File: src/pss_pkg.sv
// shared constants, register map and state encoding of the selector switch
package pss_pkg;

	// ****************************************************************
	// timing
	// ****************************************************************
	localparam int CLK_PERIOD_NS      = 10;
	localparam int TICK_PERIOD_NS     = 1000000;
	localparam int TICK_CYCLES_DEF    = TICK_PERIOD_NS / CLK_PERIOD_NS;
	localparam int TENTH_S_NS         = 100000000;
	localparam int TICKS_PER_TENTH    = TENTH_S_NS / TICK_PERIOD_NS;
	localparam int ALARM_TIME_MS      = 3000;
	// widened on purpose: ms times ns per ms overflows a 32-bit int
	localparam int ALARM_TICKS        = int'(longint'(ALARM_TIME_MS)
		* 1000000 / TICK_PERIOD_NS);
	localparam int POWER_CYCLE_MS_DEF = 20;
	localparam int HOLD_POWER_CYCLES  = 2;
	localparam int TMR_W              = 16;
	localparam int ALM_W              = 12;

	// ****************************************************************
	// register map and fields
	// ****************************************************************
	localparam logic [7:0] REG_CONFIG  = 8'h00;
	localparam logic [7:0] REG_TIMEOUT = 8'h04;
	localparam logic [7:0] REG_STATUS  = 8'h08;

	localparam int CFG_RANGE_LSB  = 0;
	localparam int CFG_INC_ACK    = 4;
	localparam int CFG_WORD_ACK   = 5;
	localparam int CFG_PWR_LSB    = 6;
	localparam int TMO_LSB        = 0;
	localparam int ST_APPLIED_LSB = 0;
	localparam int ST_PRE_LSB     = 4;
	localparam int ST_INC_PEND    = 8;
	localparam int ST_WORD_PEND   = 9;
	localparam int ST_ALARM_LSB   = 10;
	localparam int ST_STARTUP     = 13;

	localparam logic [2:0] POS_REST      = 3'h0;
	localparam logic [2:0] POS_FIRST     = 3'h1;
	localparam logic [2:0] POS_LAST      = 3'h7;
	localparam logic [9:0] TIMEOUT_MIN   = 10'h01E;
	localparam logic [9:0] TIMEOUT_MAX   = 10'h258;
	localparam logic [9:0] TIMEOUT_RESET = 10'h032;

	localparam logic [1:0] PWR_RESTORE      = 2'h0;
	localparam logic [1:0] PWR_SYNC         = 2'h1;
	localparam logic [1:0] PWR_SYNC_RESTORE = 2'h2;

	localparam int ALM_RANGE = 0;
	localparam int ALM_INC   = 1;
	localparam int ALM_WORD  = 2;
	localparam int ALM_NUM   = 3;

	typedef enum logic [2:0] {
		PSS_POWERUP   = 3'b000,
		PSS_SYNC_HOLD = 3'b001,
		PSS_IDLE      = 3'b010,
		PSS_INC_PEND  = 3'b011,
		PSS_WORD_PEND = 3'b100
	} pss_state_t;

endpackage

File: src/pss_selector_switch.sv
// selector switch: increment and word paths, apply timing, alarms, power-up
`timescale 1ns/100ps
// What this block does
// - top position configurable 1 to 7; positions run 1 to that maximum
// - stepping past the maximum wraps the pre-selection back to position 1
// - word above maximum: no change, general alarm for 3 seconds
// - time-out configurable 3.0 to 60.0 s in 0.1 s steps
// - increment time-out mode: apply after full time-out of inactivity
// - activity restarts timer; missing acknowledge discards change, raises alarm
// - each increment rising edge while idle or increment pending advances pre-selection by exactly one
// - increment edge restarts timer and flags pre-selection with its number
// - applying a position raises in-use indication with the applied number
// - increment acknowledge mode: no acknowledge in time gives 3 s alarm
// - increment acknowledge edge applies pending position only in acknowledge mode
// - word decoded binary, bit2 most significant; zero is rest
// - rest word causes no pre-selection and no position change
// - word time-out mode: apply after time-out since last word change
// - increment and word paths lock each other out while pending
// - applied position kept in storage; power-up restores or synchronises
// - restore of out-of-range stored value gives position 0 and alarm
// - synchronise: hold 0 with alarm two power cycles, then adopt word
// - synchronise-then-restore falls back to stored position on failure
module pss_selector_switch import pss_pkg::*; #(
	parameter int         TICK_CYCLES        = TICK_CYCLES_DEF,
	parameter int         POWER_CYCLE_MS     = POWER_CYCLE_MS_DEF,
	parameter logic [1:0] PWRUP_MODE_DEFAULT = PWR_RESTORE
) (
	input  wire logic        ref_clk,
	input  wire logic        reset,
	input  wire logic [7:0]  reg_addr,
	input  wire logic [31:0] reg_wdata,
	input  wire logic        reg_wr,
	input  wire logic        reg_rd,
	output logic      [31:0] reg_rdata,
	input  wire logic        increment_input,
	input  wire logic        increment_confirm_input,
	input  wire logic        position_word_bit0,
	input  wire logic        position_word_bit1,
	input  wire logic        position_word_bit2,
	input  wire logic        word_confirm_input,
	input  wire logic [2:0]  nv_stored_position,
	output logic             nv_write_strobe,
	output logic      [2:0]  nv_write_position,
	output logic      [6:0]  position_onehot,
	output logic      [2:0]  applied_position,
	output logic             in_use_indication,
	output logic             preselect_indication,
	output logic      [2:0]  preselect_position,
	output logic             selector_alarm,
	output logic             increment_path_alarm,
	output logic             word_path_alarm,
	output logic             startup_alarm
);
	localparam int SYNC_HOLD_TICKS = (HOLD_POWER_CYCLES * POWER_CYCLE_MS
		* 1000000 + TICK_PERIOD_NS - 1) / TICK_PERIOD_NS;
	localparam logic [TMR_W-1:0] SYNC_HOLD = TMR_W'(SYNC_HOLD_TICKS);
	localparam logic [TMR_W-1:0] TENTH     = TMR_W'(TICKS_PER_TENTH);
	localparam logic [ALM_W-1:0] ALM_LOAD  = ALM_W'(ALARM_TICKS);

	if (POWER_CYCLE_MS < 1 || SYNC_HOLD_TICKS >= (1 << TMR_W)) begin : g_chk
		$error("power cycle length out of supported range");
	end

	// ****************************************************************
	// helpers
	// ****************************************************************
	function automatic logic in_range(input logic [2:0] p,
		input logic [2:0] top);
		in_range = (p != POS_REST) && (p <= top);
	endfunction

	function automatic logic [6:0] onehot(input logic [2:0] p);
		onehot = (p == POS_REST) ? 7'h00 : 7'(7'h01 << (p - POS_FIRST));
	endfunction

	function automatic logic [2:0] step(input logic [2:0] p,
		input logic [2:0] top);
		step = (p == POS_REST || p >= top) ? POS_FIRST : p + POS_FIRST;
	endfunction

	// ****************************************************************
	// input synchronisers and edge detection
	// ****************************************************************
	logic [5:0] sync1_ff;
	logic [5:0] sync2_ff;
	logic [5:0] prev_ff;
	wire  [5:0] raw_in = {word_confirm_input, position_word_bit2,
		position_word_bit1, position_word_bit0,
		increment_confirm_input, increment_input};

	always_ff @(posedge ref_clk) begin
		if (reset) begin
			sync1_ff <= 6'h00;
			sync2_ff <= 6'h00;
			prev_ff  <= 6'h00;
		end else begin
			sync1_ff <= raw_in;
			sync2_ff <= sync1_ff;
			prev_ff  <= sync2_ff;
		end
	end

	wire [2:0] word_now    = sync2_ff[4:2];
	wire       inc_rise    = sync2_ff[0] & ~prev_ff[0];
	wire       inc_ack_rise = sync2_ff[1] & ~prev_ff[1];
	wire       word_ack_rise = sync2_ff[5] & ~prev_ff[5];
	// rest word counts as no activity at all
	wire       word_act = (word_now != prev_ff[4:2]) &&
		(word_now != POS_REST);

	// ****************************************************************
	// configuration registers
	// ****************************************************************
	logic [2:0] cfg_range_ff;
	logic [9:0] cfg_timeout_ff;
	logic       cfg_inc_ack_ff;
	logic       cfg_word_ack_ff;
	logic [1:0] cfg_pwr_ff;

	wire wr_cfg = reg_wr && (reg_addr == REG_CONFIG);
	wire wr_tmo = reg_wr && (reg_addr == REG_TIMEOUT);
	wire [2:0] wr_range = reg_wdata[CFG_RANGE_LSB +: 3];
	wire [9:0] wr_tmo_v = reg_wdata[TMO_LSB +: 10];
	// out-of-range writes are clamped, so the logic never sees 0
	wire [2:0] nxt_range = (wr_range == POS_REST) ? POS_FIRST :
		wr_range;
	wire [9:0] nxt_timeout = (wr_tmo_v < TIMEOUT_MIN) ? TIMEOUT_MIN :
		(wr_tmo_v > TIMEOUT_MAX) ? TIMEOUT_MAX : wr_tmo_v;

	always_ff @(posedge ref_clk) begin
		if (reset) begin
			cfg_range_ff    <= POS_LAST;
			cfg_timeout_ff  <= TIMEOUT_RESET;
			cfg_inc_ack_ff  <= 1'b0;
			cfg_word_ack_ff <= 1'b0;
			cfg_pwr_ff      <= PWRUP_MODE_DEFAULT;
		end else begin
			if (wr_cfg) begin
				cfg_range_ff    <= nxt_range;
				cfg_inc_ack_ff  <= reg_wdata[CFG_INC_ACK];
				cfg_word_ack_ff <= reg_wdata[CFG_WORD_ACK];
				cfg_pwr_ff      <= reg_wdata[CFG_PWR_LSB +: 2];
			end
			if (wr_tmo)
				cfg_timeout_ff <= nxt_timeout;
		end
	end

	// ****************************************************************
	// tick and time-out timer
	// ****************************************************************
	logic             tick;
	logic [TMR_W-1:0] tmr_ff;
	logic             restart;

	pss_tick_gen #(
		.CYCLES (TICK_CYCLES)
	) u_tick (
		.ref_clk (ref_clk),
		.reset   (reset),
		.tick    (tick)
	);

	wire [TMR_W-1:0] tmo_limit = TMR_W'(cfg_timeout_ff) * TENTH;
	wire             expired   = (tmr_ff >= tmo_limit);
	wire             sync_done = (tmr_ff >= SYNC_HOLD);
	wire [TMR_W-1:0] nxt_tmr   = restart ? '0 :
		(tick && !(&tmr_ff)) ? tmr_ff + TMR_W'(1) : tmr_ff;

	// ****************************************************************
	// sequencing
	// ****************************************************************
	pss_state_t   state_ff;
	pss_state_t   nxt_state;
	logic [2:0]   pre_ff;
	logic [2:0]   nxt_pre;
	logic [2:0]   applied_ff;
	logic [2:0]   nxt_applied;
	logic         startup_ff;
	logic         nxt_startup;
	logic         do_apply;
	logic         pre_event;
	logic [ALM_NUM-1:0] alm_start;

	wire word_ok = in_range(word_now, cfg_range_ff);
	wire nv_ok   = in_range(nv_stored_position, cfg_range_ff);

	always_comb begin
		nxt_state   = state_ff;
		nxt_pre     = pre_ff;
		nxt_applied = applied_ff;
		nxt_startup = startup_ff;
		do_apply    = 1'b0;
		restart     = 1'b0;
		pre_event   = 1'b0;
		alm_start   = '0;
		case (state_ff)
		PSS_POWERUP: begin
			restart = 1'b1;
			if (cfg_pwr_ff == PWR_SYNC || cfg_pwr_ff == PWR_SYNC_RESTORE) begin
				nxt_applied = POS_REST;
				nxt_startup = 1'b1;
				nxt_state   = PSS_SYNC_HOLD;
			end else if (nv_ok) begin
				nxt_applied = nv_stored_position;
				do_apply    = 1'b1;
				nxt_state   = PSS_IDLE;
			end else begin
				nxt_applied = POS_REST;
				nxt_startup = 1'b1;
				nxt_state   = PSS_IDLE;
			end
		end
		PSS_SYNC_HOLD: begin
			if (sync_done) begin
				nxt_state = PSS_IDLE;
				if (word_ok) begin
					nxt_applied = word_now;
					do_apply    = 1'b1;
					nxt_startup = 1'b0;
				end else if (cfg_pwr_ff == PWR_SYNC_RESTORE && nv_ok) begin
					nxt_applied = nv_stored_position;
					do_apply    = 1'b1;
				end
			end
		end
		PSS_IDLE: begin
			if (inc_rise) begin
				nxt_pre   = step(applied_ff, cfg_range_ff);
				pre_event = 1'b1;
				restart   = 1'b1;
				nxt_state = PSS_INC_PEND;
			end else if (word_act) begin
				if (word_ok) begin
					nxt_pre   = word_now;
					restart   = 1'b1;
					nxt_state = PSS_WORD_PEND;
				end else begin
					alm_start[ALM_RANGE] = 1'b1;
				end
			end
		end
		PSS_INC_PEND: begin
			// word inputs are not looked at here
			if (inc_rise) begin
				nxt_pre   = step(pre_ff, cfg_range_ff);
				pre_event = 1'b1;
				restart   = 1'b1;
			end else if (cfg_inc_ack_ff) begin
				if (inc_ack_rise && !expired) begin
					do_apply  = 1'b1;
					nxt_state = PSS_IDLE;
				end else if (expired) begin
					alm_start[ALM_INC] = 1'b1;
					nxt_state = PSS_IDLE;
				end
			end else if (expired) begin
				do_apply  = 1'b1;
				nxt_state = PSS_IDLE;
			end
		end
		PSS_WORD_PEND: begin
			// increment edges are ignored while a word change is pending
			if (word_act) begin
				if (word_ok) begin
					nxt_pre = word_now;
					restart = 1'b1;
				end else begin
					alm_start[ALM_RANGE] = 1'b1;
				end
			end else if (cfg_word_ack_ff) begin
				if (word_ack_rise && !expired) begin
					do_apply  = 1'b1;
					nxt_state = PSS_IDLE;
				end else if (expired) begin
					alm_start[ALM_WORD] = 1'b1;
					nxt_state = PSS_IDLE;
				end
			end else if (expired) begin
				do_apply  = 1'b1;
				nxt_state = PSS_IDLE;
			end
		end
		default: begin
			nxt_state = PSS_POWERUP;
		end
		endcase
		if (do_apply && (state_ff == PSS_INC_PEND ||
			state_ff == PSS_WORD_PEND)) begin
			nxt_applied = pre_ff;
			nxt_startup = 1'b0;
		end
	end

	// ****************************************************************
	// alarm timers
	// ****************************************************************
	logic [ALM_W-1:0]   alm_cnt_ff [ALM_NUM];
	logic [ALM_W-1:0]   nxt_alm_cnt [ALM_NUM];
	logic [ALM_NUM-1:0] alarm_ff;

	for (genvar i = 0; i < ALM_NUM; i++) begin : g_alm
		// a new event simply restarts the full 3 s
		assign nxt_alm_cnt[i] = alm_start[i] ? ALM_LOAD :
			(tick && alm_cnt_ff[i] != '0) ? alm_cnt_ff[i] - ALM_W'(1) :
			alm_cnt_ff[i];
		always_ff @(posedge ref_clk) begin
			if (reset) begin
				alm_cnt_ff[i] <= '0;
				alarm_ff[i]   <= 1'b0;
			end else begin
				alm_cnt_ff[i] <= nxt_alm_cnt[i];
				alarm_ff[i]   <= (nxt_alm_cnt[i] != '0);
			end
		end
	end

	// ****************************************************************
	// state and output registers
	// ****************************************************************
	logic [6:0]  onehot_ff;
	logic        in_use_ff;
	logic        pre_ind_ff;
	logic        nv_wr_ff;
	logic [31:0] rdata_ff;

	wire [31:0] status_word = (32'(applied_ff) << ST_APPLIED_LSB) |
		(32'(pre_ff) << ST_PRE_LSB) |
		(32'(state_ff == PSS_INC_PEND) << ST_INC_PEND) |
		(32'(state_ff == PSS_WORD_PEND) << ST_WORD_PEND) |
		(32'(alarm_ff) << ST_ALARM_LSB) |
		(32'(startup_ff) << ST_STARTUP);
	wire [31:0] config_word = (32'(cfg_range_ff) << CFG_RANGE_LSB) |
		(32'(cfg_inc_ack_ff) << CFG_INC_ACK) |
		(32'(cfg_word_ack_ff) << CFG_WORD_ACK) |
		(32'(cfg_pwr_ff) << CFG_PWR_LSB);
	wire [31:0] rd_mux = (reg_addr == REG_CONFIG)  ? config_word :
		(reg_addr == REG_TIMEOUT) ? (32'(cfg_timeout_ff) << TMO_LSB) :
		(reg_addr == REG_STATUS)  ? status_word : 32'h00000000;

	always_ff @(posedge ref_clk) begin
		if (reset) begin
			state_ff   <= PSS_POWERUP;
			tmr_ff     <= '0;
			pre_ff     <= POS_REST;
			applied_ff <= POS_REST;
			startup_ff <= 1'b0;
			onehot_ff  <= 7'h00;
			in_use_ff  <= 1'b0;
			pre_ind_ff <= 1'b0;
			nv_wr_ff   <= 1'b0;
			rdata_ff   <= 32'h00000000;
		end else begin
			state_ff   <= nxt_state;
			tmr_ff     <= nxt_tmr;
			pre_ff     <= nxt_pre;
			applied_ff <= nxt_applied;
			startup_ff <= nxt_startup;
			onehot_ff  <= onehot(nxt_applied);
			in_use_ff  <= do_apply;
			pre_ind_ff <= pre_event;
			nv_wr_ff   <= do_apply;
			rdata_ff   <= reg_rd ? rd_mux : 32'h00000000;
		end
	end

	assign reg_rdata            = rdata_ff;
	assign nv_write_strobe      = nv_wr_ff;
	assign nv_write_position    = applied_ff;
	assign position_onehot      = onehot_ff;
	assign applied_position     = applied_ff;
	assign in_use_indication    = in_use_ff;
	assign preselect_indication = pre_ind_ff;
	assign preselect_position   = pre_ff;
	assign selector_alarm       = alarm_ff[ALM_RANGE];
	assign increment_path_alarm = alarm_ff[ALM_INC];
	assign word_path_alarm      = alarm_ff[ALM_WORD];
	assign startup_alarm        = startup_ff;
endmodule

File: src/pss_tick_gen.sv
// fixed periodic tick derived from the system clock
`timescale 1ns/100ps
module pss_tick_gen #(
	parameter int CYCLES = 100000
) (
	input  wire logic ref_clk,
	input  wire logic reset,
	output logic      tick
);
	localparam int CW = $clog2(CYCLES);
	localparam logic [CW-1:0] LAST = CW'(CYCLES - 1);

	logic [CW-1:0] cnt_ff;
	logic          tick_ff;
	wire           wrap = (cnt_ff == LAST);
	wire  [CW-1:0] nxt_cnt = wrap ? '0 : cnt_ff + CW'(1);

	if (CYCLES < 2) begin : g_chk
		$error("tick period must span at least two clocks");
	end

	always_ff @(posedge ref_clk) begin
		if (reset) begin
			cnt_ff  <= '0;
			tick_ff <= 1'b0;
		end else begin
			cnt_ff  <= nxt_cnt;
			tick_ff <= wrap;
		end
	end

	assign tick = tick_ff;
endmodule
File: config.mk
export PLATFORM = sky130hd
export DESIGN_NAME = pss_selector_switch
export DESIGN_NICKNAME = d
export VERILOG_FILES = /design/src/pss_pkg.sv /design/src/pss_selector_switch.sv /design/src/pss_tick_gen.sv
export SDC_FILE = /design/constraint.sdc
export NUM_CORES = 1
export LEC_CHECK = 0
export BUFFER_PORTS_ARGS = -buffer_cell sky130_fd_sc_hd__buf_2
export CAP_MARGIN = 20
export CORE_UTILIZATION = 45
export DETAILED_ROUTE_END_ITERATION = 10
export PLACE_DENSITY = 0.67
export SYNTH_ARGS = -nofsm -noshare
export SYNTH_HDL_FRONTEND = slang
export SYNTH_HIERARCHICAL = 1
export SYNTH_SLANG_ARGS = --single-unit
export TNS_END_PERCENT = 5
File: constraint.sdc
create_clock -name ref_clk -period 6 [get_ports ref_clk]
set_input_delay 0.6 -clock ref_clk [delete_from_list [all_inputs] [get_ports ref_clk]]
set_output_delay 0.6 -clock ref_clk [all_outputs]
set_load 0.02 [all_outputs]
==> metrics, run 1 <==
status finished clean; Slew Viols, Final 0; Leak Pwr 4.129 nW; post-layout util 53.13%; DRC viols 0; total global routing overflow 0; Worst R2R Start cfg_timeout_ff[1]; Async S/R FF share, synth 0%; Gates resized, CTS repair 0; Worst-Margin Slew ~770 ps; CTS tree done; Die X about 140 microns; largest net degree at the start of global routing 67; CORE AREA about 18000 sq um; Max Cap Viol 0; Row Count between 40 and 50; Post-synth EDFFs 0; r2r endpoint position_onehot[3]; library cells used by synthesis 78; Chip Height around 140 microns; Post-Syn Area roughly 8300 sq um; DIE AREA between 15000 and 20000 sq um; max_slew headroom 48.65%; Synth Register Bits 141; CTS Root Cell clkbuf_16; initial antenna violation count 0; Setup Crit Path Kind flop to flop; routed via count slightly above 7k; commonest non-fill, non-tap cell in the layout dfxtp_1; Critical Path RT between 6000 and 7000 ps; hold_ws roughly 380 ps; first-pass GRT wire length 31850 microns; DP Wirelength 14240 microns; num ports between 100 and 150; Mapped Cells just under 1k; Layout fillers roughly 1.7k; multi-input logic area roughly 5100 sq um; Worst-path clk slew 60 ps; R2R cell count 26; worst reg2reg setup slack about 260 ps; Final Cycle Share between 90 and 100%; Fmax around 170 MHz; power density over the cells about 270 nW/um^2; GP Congestion slightly below 0.9; Critical Path AT around 6100 ps; antenna-violating nets left 0; post-CTS setup buffer count 0; Seq/Total Area, Yosys between 30% and 40%; number of DRC markers in iteration 0 ~460; clk buf depth 2; worst hold path type primary input to flop; clk_lat worst skew 430 ps; Clock Skew ~8 ps; I/O Buffers 67; Final setup viols 0; Startpoint Class flop; Tot GR Track Use a little over a fifth; Worst Setup End Kind flop; yosys warns 6; WHS Endpoint sync1_ff[3]; Layout Nets between 1k and 1.5k; minimum clock period between 5000 and 6000 ps; crit-path max FO 6; IR Drop Worst-Case VDD 0.2846 mV; TritonCTS Buffers 17; wire per inst 15.29 microns; DRT Pass-1 Iters 5; drt total wl 19650 microns; number of global-route vias before repair around 6.6k; Final TNS setup 0 ps; flip-flop and latch area around 2800 sq um; clock sinks approximately 140; commonest cells after routing, fill and taps aside dfxtp_1, nor2_1, ha_1; share of layout cells above drive strength 1 ~15%; worst hold path cell count 2; H-tree levels 4; Syn Area/Cell between 8 and 9 sq um; Starting Density 46.11%; hold_sp position_word_bit1; final hold vios 0; CTS Hold Bufs 0; Vias/cell between 5 and 6; ant diodes 0; Area Growth Syn to Fin 15.22%; Main synth FF type dfxtp_1
## cells in the mapped netlist (4+ instances only)
cell	number	area [sq um]
a211o_1	4	35.03
a211oi_1	7	52.55
a21o_1	4	30.03
a21oi_1	49	245.2
a22oi_1	4	30.03
a31oi_1	14	87.58
a41oi_1	4	35.03
and3_1	13	81.33
buf_4	23	172.7
clkbuf_1	21	78.83
dfxtp_1	141	2823
fa_1	5	100.1
ha_1	77	963.4
inv_1	58	217.7
mux2i_1	18	180.2
nand2_1	65	244.0
nand2b_1	12	75.07
nand3_1	28	140.1
nand4_1	19	118.9
nor2_1	123	461.7
nor2b_1	25	156.4
nor3_1	32	160.2
nor3b_1	4	30.03
nor4_1	18	112.6
o211ai_1	5	37.54
o21ai_0	22	110.1
o21bai_1	4	30.03
o31ai_1	4	30.03
or2_2	4	25.02
or3_1	9	56.30
xnor2_1	50	437.9
xor2_1	20	175.2
## through the flow
step	power [mW]	cells	area [sq um]	worst slack [ps]
floorplan	1.339	984	8376	236.0
global placement	1.470	1252	8850	94.76
detailed placement	1.472	1253	8861	147.5
CTS	2.628	1285	9502	72.01
global route	2.722	1285	9577	-56.07
finish	2.612	1285	9577	261.5
## power by group
part / switching [mW] / total, mW / internal, mW
Combinational: 0.251 / 0.430 / 0.180
Sequential: 0.0608 / 1.03 / 0.971
Clock: 0.433 / 1.15 / 0.718
## worst max path at each step
stage                            from                 end  cells past startpoint
global placement    cfg_timeout_ff[2]  position_onehot[3]                     24
finish              cfg_timeout_ff[1]  position_onehot[3]                     26
floorplan           cfg_timeout_ff[3]  position_onehot[3]                     24
global route        cfg_timeout_ff[3]  position_onehot[3]                     27
CTS                 cfg_timeout_ff[1]  position_onehot[3]                     25
detailed placement  cfg_timeout_ff[2]  position_onehot[3]                     24
## metal layers
| layer | track usage (%) | wire (microns) |
|---|---|---|
| met1 | 28.00 | 9116 |
| met5 | 0 | 0 |
| met3 | 4.971 | 1152 |
| met2 | 34.94 | 9063 |
| met4 | 6.763 | 321 |
## critical path, cell delays in order (launching register included)
cell and delay, ps:
dfxtp_2 340, ha_1 300, ha_1 320, ha_1 310
ha_1 310, a21o_1 170, a21oi_2 150, o21ai_2 110
a2111oi_4 300, buf_4 160, o31ai_1 60, a21oi_1 150
xnor2_1 110, ha_1 340, and4_1 250, a221oi_2 330
nand2_2 160, buf_6 180, o311ai_4 90, a21oi_2 100
o21bai_1 190, ha_1 220, ha_1 290, nand2b_1 70
or3b_2 450, nor2_1 100, mux2_4 140
## cell families (layout without fill, tap and decap cells)
logic type               count (synthesis)  in the layout  share of synthesized area (%)
multiplexers                            20             20                          2.529
XOR/XNOR                                70             70                          7.376
other                                    1             18                        0.04512
buffers and inverters                  109            181                          6.473
flip-flops                             141            141                          33.96
adder cells (fa/ha/maj)                 82             82                          12.80
AND/OR/NAND/NOR                        381            381                          23.00
AO/OA/AOI/OAI                          163            163                          13.82
## flip-flops by register name, summed over array words and instances (netlist names), 2 cells and up
register,flops
alm_cnt_ff,36
u_tick/cnt_ff,17
tmr_ff,16
reg_rdata,14
cfg_timeout_ff,10
position_onehot,7
prev_ff,6
sync1_ff,6
sync2_ff,6
applied_position,3
cfg_range_ff,3
preselect_position,3
state_ff,3
cfg_pwr_ff,2
## final cells by class
| type | instances | area share [%] |
|---|---|---|
| tap | 229 | 2.992 |
| multi-input combinational | 734 | 53.08 |
| clock inverter | 13 | 2.064 |
| clock buffer | 19 | 4.625 |
| timing repair buffer | 91 | 5.461 |
| sequential | 141 | 29.50 |
| inverter | 58 | 2.273 |
Power figures use the tool's default switching activity.
==> run 2: changes to the inputs <==
Settings changed: ABC_AREA from default to 0, SYNTH_HIERARCHICAL 1 to default.
==> metrics, run 2 <==
Synth Register Bits 141 (unchanged); Largest Register alm_cnt_ff; commonest non-fill, non-tap cell in the layout dfxtp_1; Design Area, Final 9523 sq um (-0.56%); final hold vios 0 (unchanged); GP Congestion 0.8947 (+0.81%); Max Cap Viol 0 (unchanged); Tot GR Track Use 19.69% (-1.8 points); Synth area leaders dfxtp_1, ha_1, nor2_1; Final TNS setup 0 ps (unchanged); Post-synth EDFFs 0 (unchanged); ant diodes 0 (unchanged); Worst-path clk slew 60 ps (about the same); wire per inst 14.12 microns (-7.7%); initial antenna violation count 0 (unchanged); pre-CTS WS 251.2 ps (+103.7 ps); Mapped Cells 1001 (+3.5%); DIE AREA 19380 sq um (+1.9%); Worst-Margin Slew 1004 ps (+234.2 ps); Setup Crit Path Kind flop to flop; Switch Pwr 0.7370 mW (-0.96%); sequential share of power 40.0% (+0.5 points); Fmax 179.6 MHz (+3.1%); Chip Height 139.2 microns (+0.95%); yosys warns 0 (-6); Leak Pwr 4.124 nW (-0.12%); DP Wirelength 13720 microns (-3.7%); crit path cell chain ha_1 -> ha_1 -> fa_1 -> ha_1 -> a21oi_1 -> o21ai_0 -> a2111oi_2 -> o31ai_1 -> a21oi_1 -> xnor2_1 -> ha_1 -> and4_1 -> a21oi_1 -> nand3_2 -> mux2i_4 -> mux2_4 -> inv_2 -> ha_1 -> ha_1 -> nand2b_1 -> nor4b_4; crit-path max FO 8 (+2); CTS tree done; Critical Path AT 5900 ps (-210 ps); count leader, synth dfxtp_1; drt total wl 18360 microns (-6.6%); number of DRC markers in iteration 0 474 (+2.2%); Regs by FF count alm_cnt_ff: 36 flops, u_tick.cnt_ff: 17 flops, tmr_ff: 16 flops; max_slew headroom 32.96% (-16 points); Area Growth Syn to Fin 12.39%; clk buf depth 2 (unchanged); Startpoint Class flop; num ports 108 (unchanged); DRC viols 10 (+10); cell-internal power 1.852 mW (-0.86%); total global routing overflow 0 (unchanged); Syn Area/Cell 8.465 sq um (-1.5%); Final Cycle Share 92.81% (-2.8 points); Row Count 49 (unchanged); placed inst area 8880 sq um (+0.21%); Starting Density 46.53% (+0.42 points); Seq/Total Area, Yosys 33.31% (-0.65 points); Die X 139.2 microns (+0.95%); total power 2.589 mW (-0.89%); clock sinks 141 (unchanged); slowest stage cell, crit path fa_1; Worst Setup End Kind flop; CP peak stage delay 460 ps (about the same); status complete, but fails checks; I/O Buffers 67 (unchanged); commonest cells in the netlist dfxtp_1, nor2_1, ha_1, nand2_1; share of layout cells above drive strength 1 13.07% (-1.7 points); post-synth top area cell dfxtp_1; power density over the cells 271.9 nW/um^2 (-0.33%); DRT Pass-1 Iters 9 (+4); final worst slack 431.3 ps (+169.9 ps); worst hold path type primary input to flop; CP Buf/Inv Count 1 (-1); Comb power frac 17.1% (+0.6 points); H-tree levels 4 (unchanged); Clk network pwr share 42.9% (-1.1 points); Worst path most repeated cell ha_1; CORE AREA 18210 sq um (+1.0%); Sw Share 28.46% (about the same); CP delay by family, top adder cells; Main synth FF type dfxtp_1; Clock Skew 6.546 ps (-1.442 ps); Layout fillers 1731 (+2.4%); Layout Nets 1193 (+1.3%); library cells used by synthesis 78 (unchanged); failing checks DRC; Slew Viols, Final 0 (unchanged); TritonCTS Buffers 17 (unchanged); first-pass GRT wire length 31080 microns (-2.4%); Final setup viols 0 (unchanged); CTS Root Cell clkbuf_16; max reg flops 36 (unchanged); antenna-violating nets left 0 (unchanged); Synth top area share 33.31% (-0.65 points); RSZ-0062 raised after global routing no; commonest cells after routing, fill and taps aside dfxtp_1, nor2_1, ha_1; Post-Syn Area 8473 sq um (+1.9%); largest net degree at the start of global routing 43 (-36%); number of global-route vias before repair 6356 (-3.4%); minimum clock period 5569 ps (-169.9 ps); routed via count 6986 (-0.82%); Async S/R FF share, synth 0% (unchanged); Critical Path RT 6330 ps (-40 ps); clk_lat worst skew 410 ps (-20 ps); IR Drop Worst-Case VDD 0.2187 mV (-23%); Vias/cell 5.374 (-2.0%)
-- run 2: final timing paths --
path	start	to	slack, ps	cells after the start
setup reg to reg	cfg_timeout_ff[3]	position_onehot[3]	430	21
hold / removal	position_word_bit0	sync1_ff[2]	390	2
setup / recovery	cfg_timeout_ff[3]	position_onehot[3]	430	21
hold reg to reg	sync1_ff[4]	sync2_ff[4]	440	1
-- run 2: kinds of logic (layout without fill, tap and decap cells) --
| group | count (synthesis) | after routing | share of synthesized area (%) |
|---|---|---|---|
| and+or+nand+nor | 403 | 403 | 24.08 |
| AOI/OAI and AO/OA | 170 | 170 | 13.48 |
| DFF | 141 | 141 | 33.31 |
| buffers and inverters | 111 | 164 | 6.305 |
| adders and majority gates | 83 | 83 | 12.68 |
| xor gates and xnor gates | 68 | 68 | 7.029 |
| muxes | 24 | 24 | 3.057 |
| other | 1 | 18 | 0.04426 |
-- run 2: metrics by stage --
step	util, %	hold WS [ps]	cells
floorplan	-	412.9	1018
global placement	48.77	417.1	1268
detailed placement	48.77	426.6	1268
CTS	52.24	381.4	1300
global route	52.30	395.1	1300
finish	52.30	394.8	1300
-- run 2: area by class of cell --
class	instances	area, sq um	area share (%)
Inverter	62	232.7	2.444
Tap cell	229	286.5	3.009
Multi-Input combinational cell	766	5191	54.51
Sequential cell	141	2823	29.64
Clock inverter	14	192.7	2.023
Clock buffer	18	439.2	4.612
Timing Repair Buffer	70	357.8	3.758
-- run 2: what timing repair did --
| action | CTS | global route |
|---|---|---|
| setup buffers | 0 | 0 |
| hold buffers | 0 | 0 |
| setup endpoints to repair | 0 | 7 |
| resized for setup | 0 | 3 |
-- run 2: power groups by stage --
| stage | Sequential (mW) | Combinational, mW | Clock (mW) |
|---|---|---|---|
| after floorplan | 1.05 | 0.338 | 0 |
| after global placement | 1.06 | 0.427 | 0 |
| after detailed placement | 1.05 | 0.435 | 0 |
| after CTS | 1.03 | 0.444 | 1.13 |
| after global routing | 1.04 | 0.488 | 1.18 |
| final | 1.03 | 0.443 | 1.11 |
-- run 2: metal layers --
| layer | wire length [microns] | share of wire, % | vias up | global-route usage [%] |
|---|---|---|---|---|
| li1 | - | - | 3556 | - |
| met1 | 8940 | 49 | 3249 | 26.58 |
| met4 | 239 | 1.3 | 0 | 6.199 |
| met3 | 817 | 4.4 | 24 | 3.544 |
| met5 | 0 | 0 | - | 0 |
| met2 | 8363 | 46 | 157 | 31.79 |
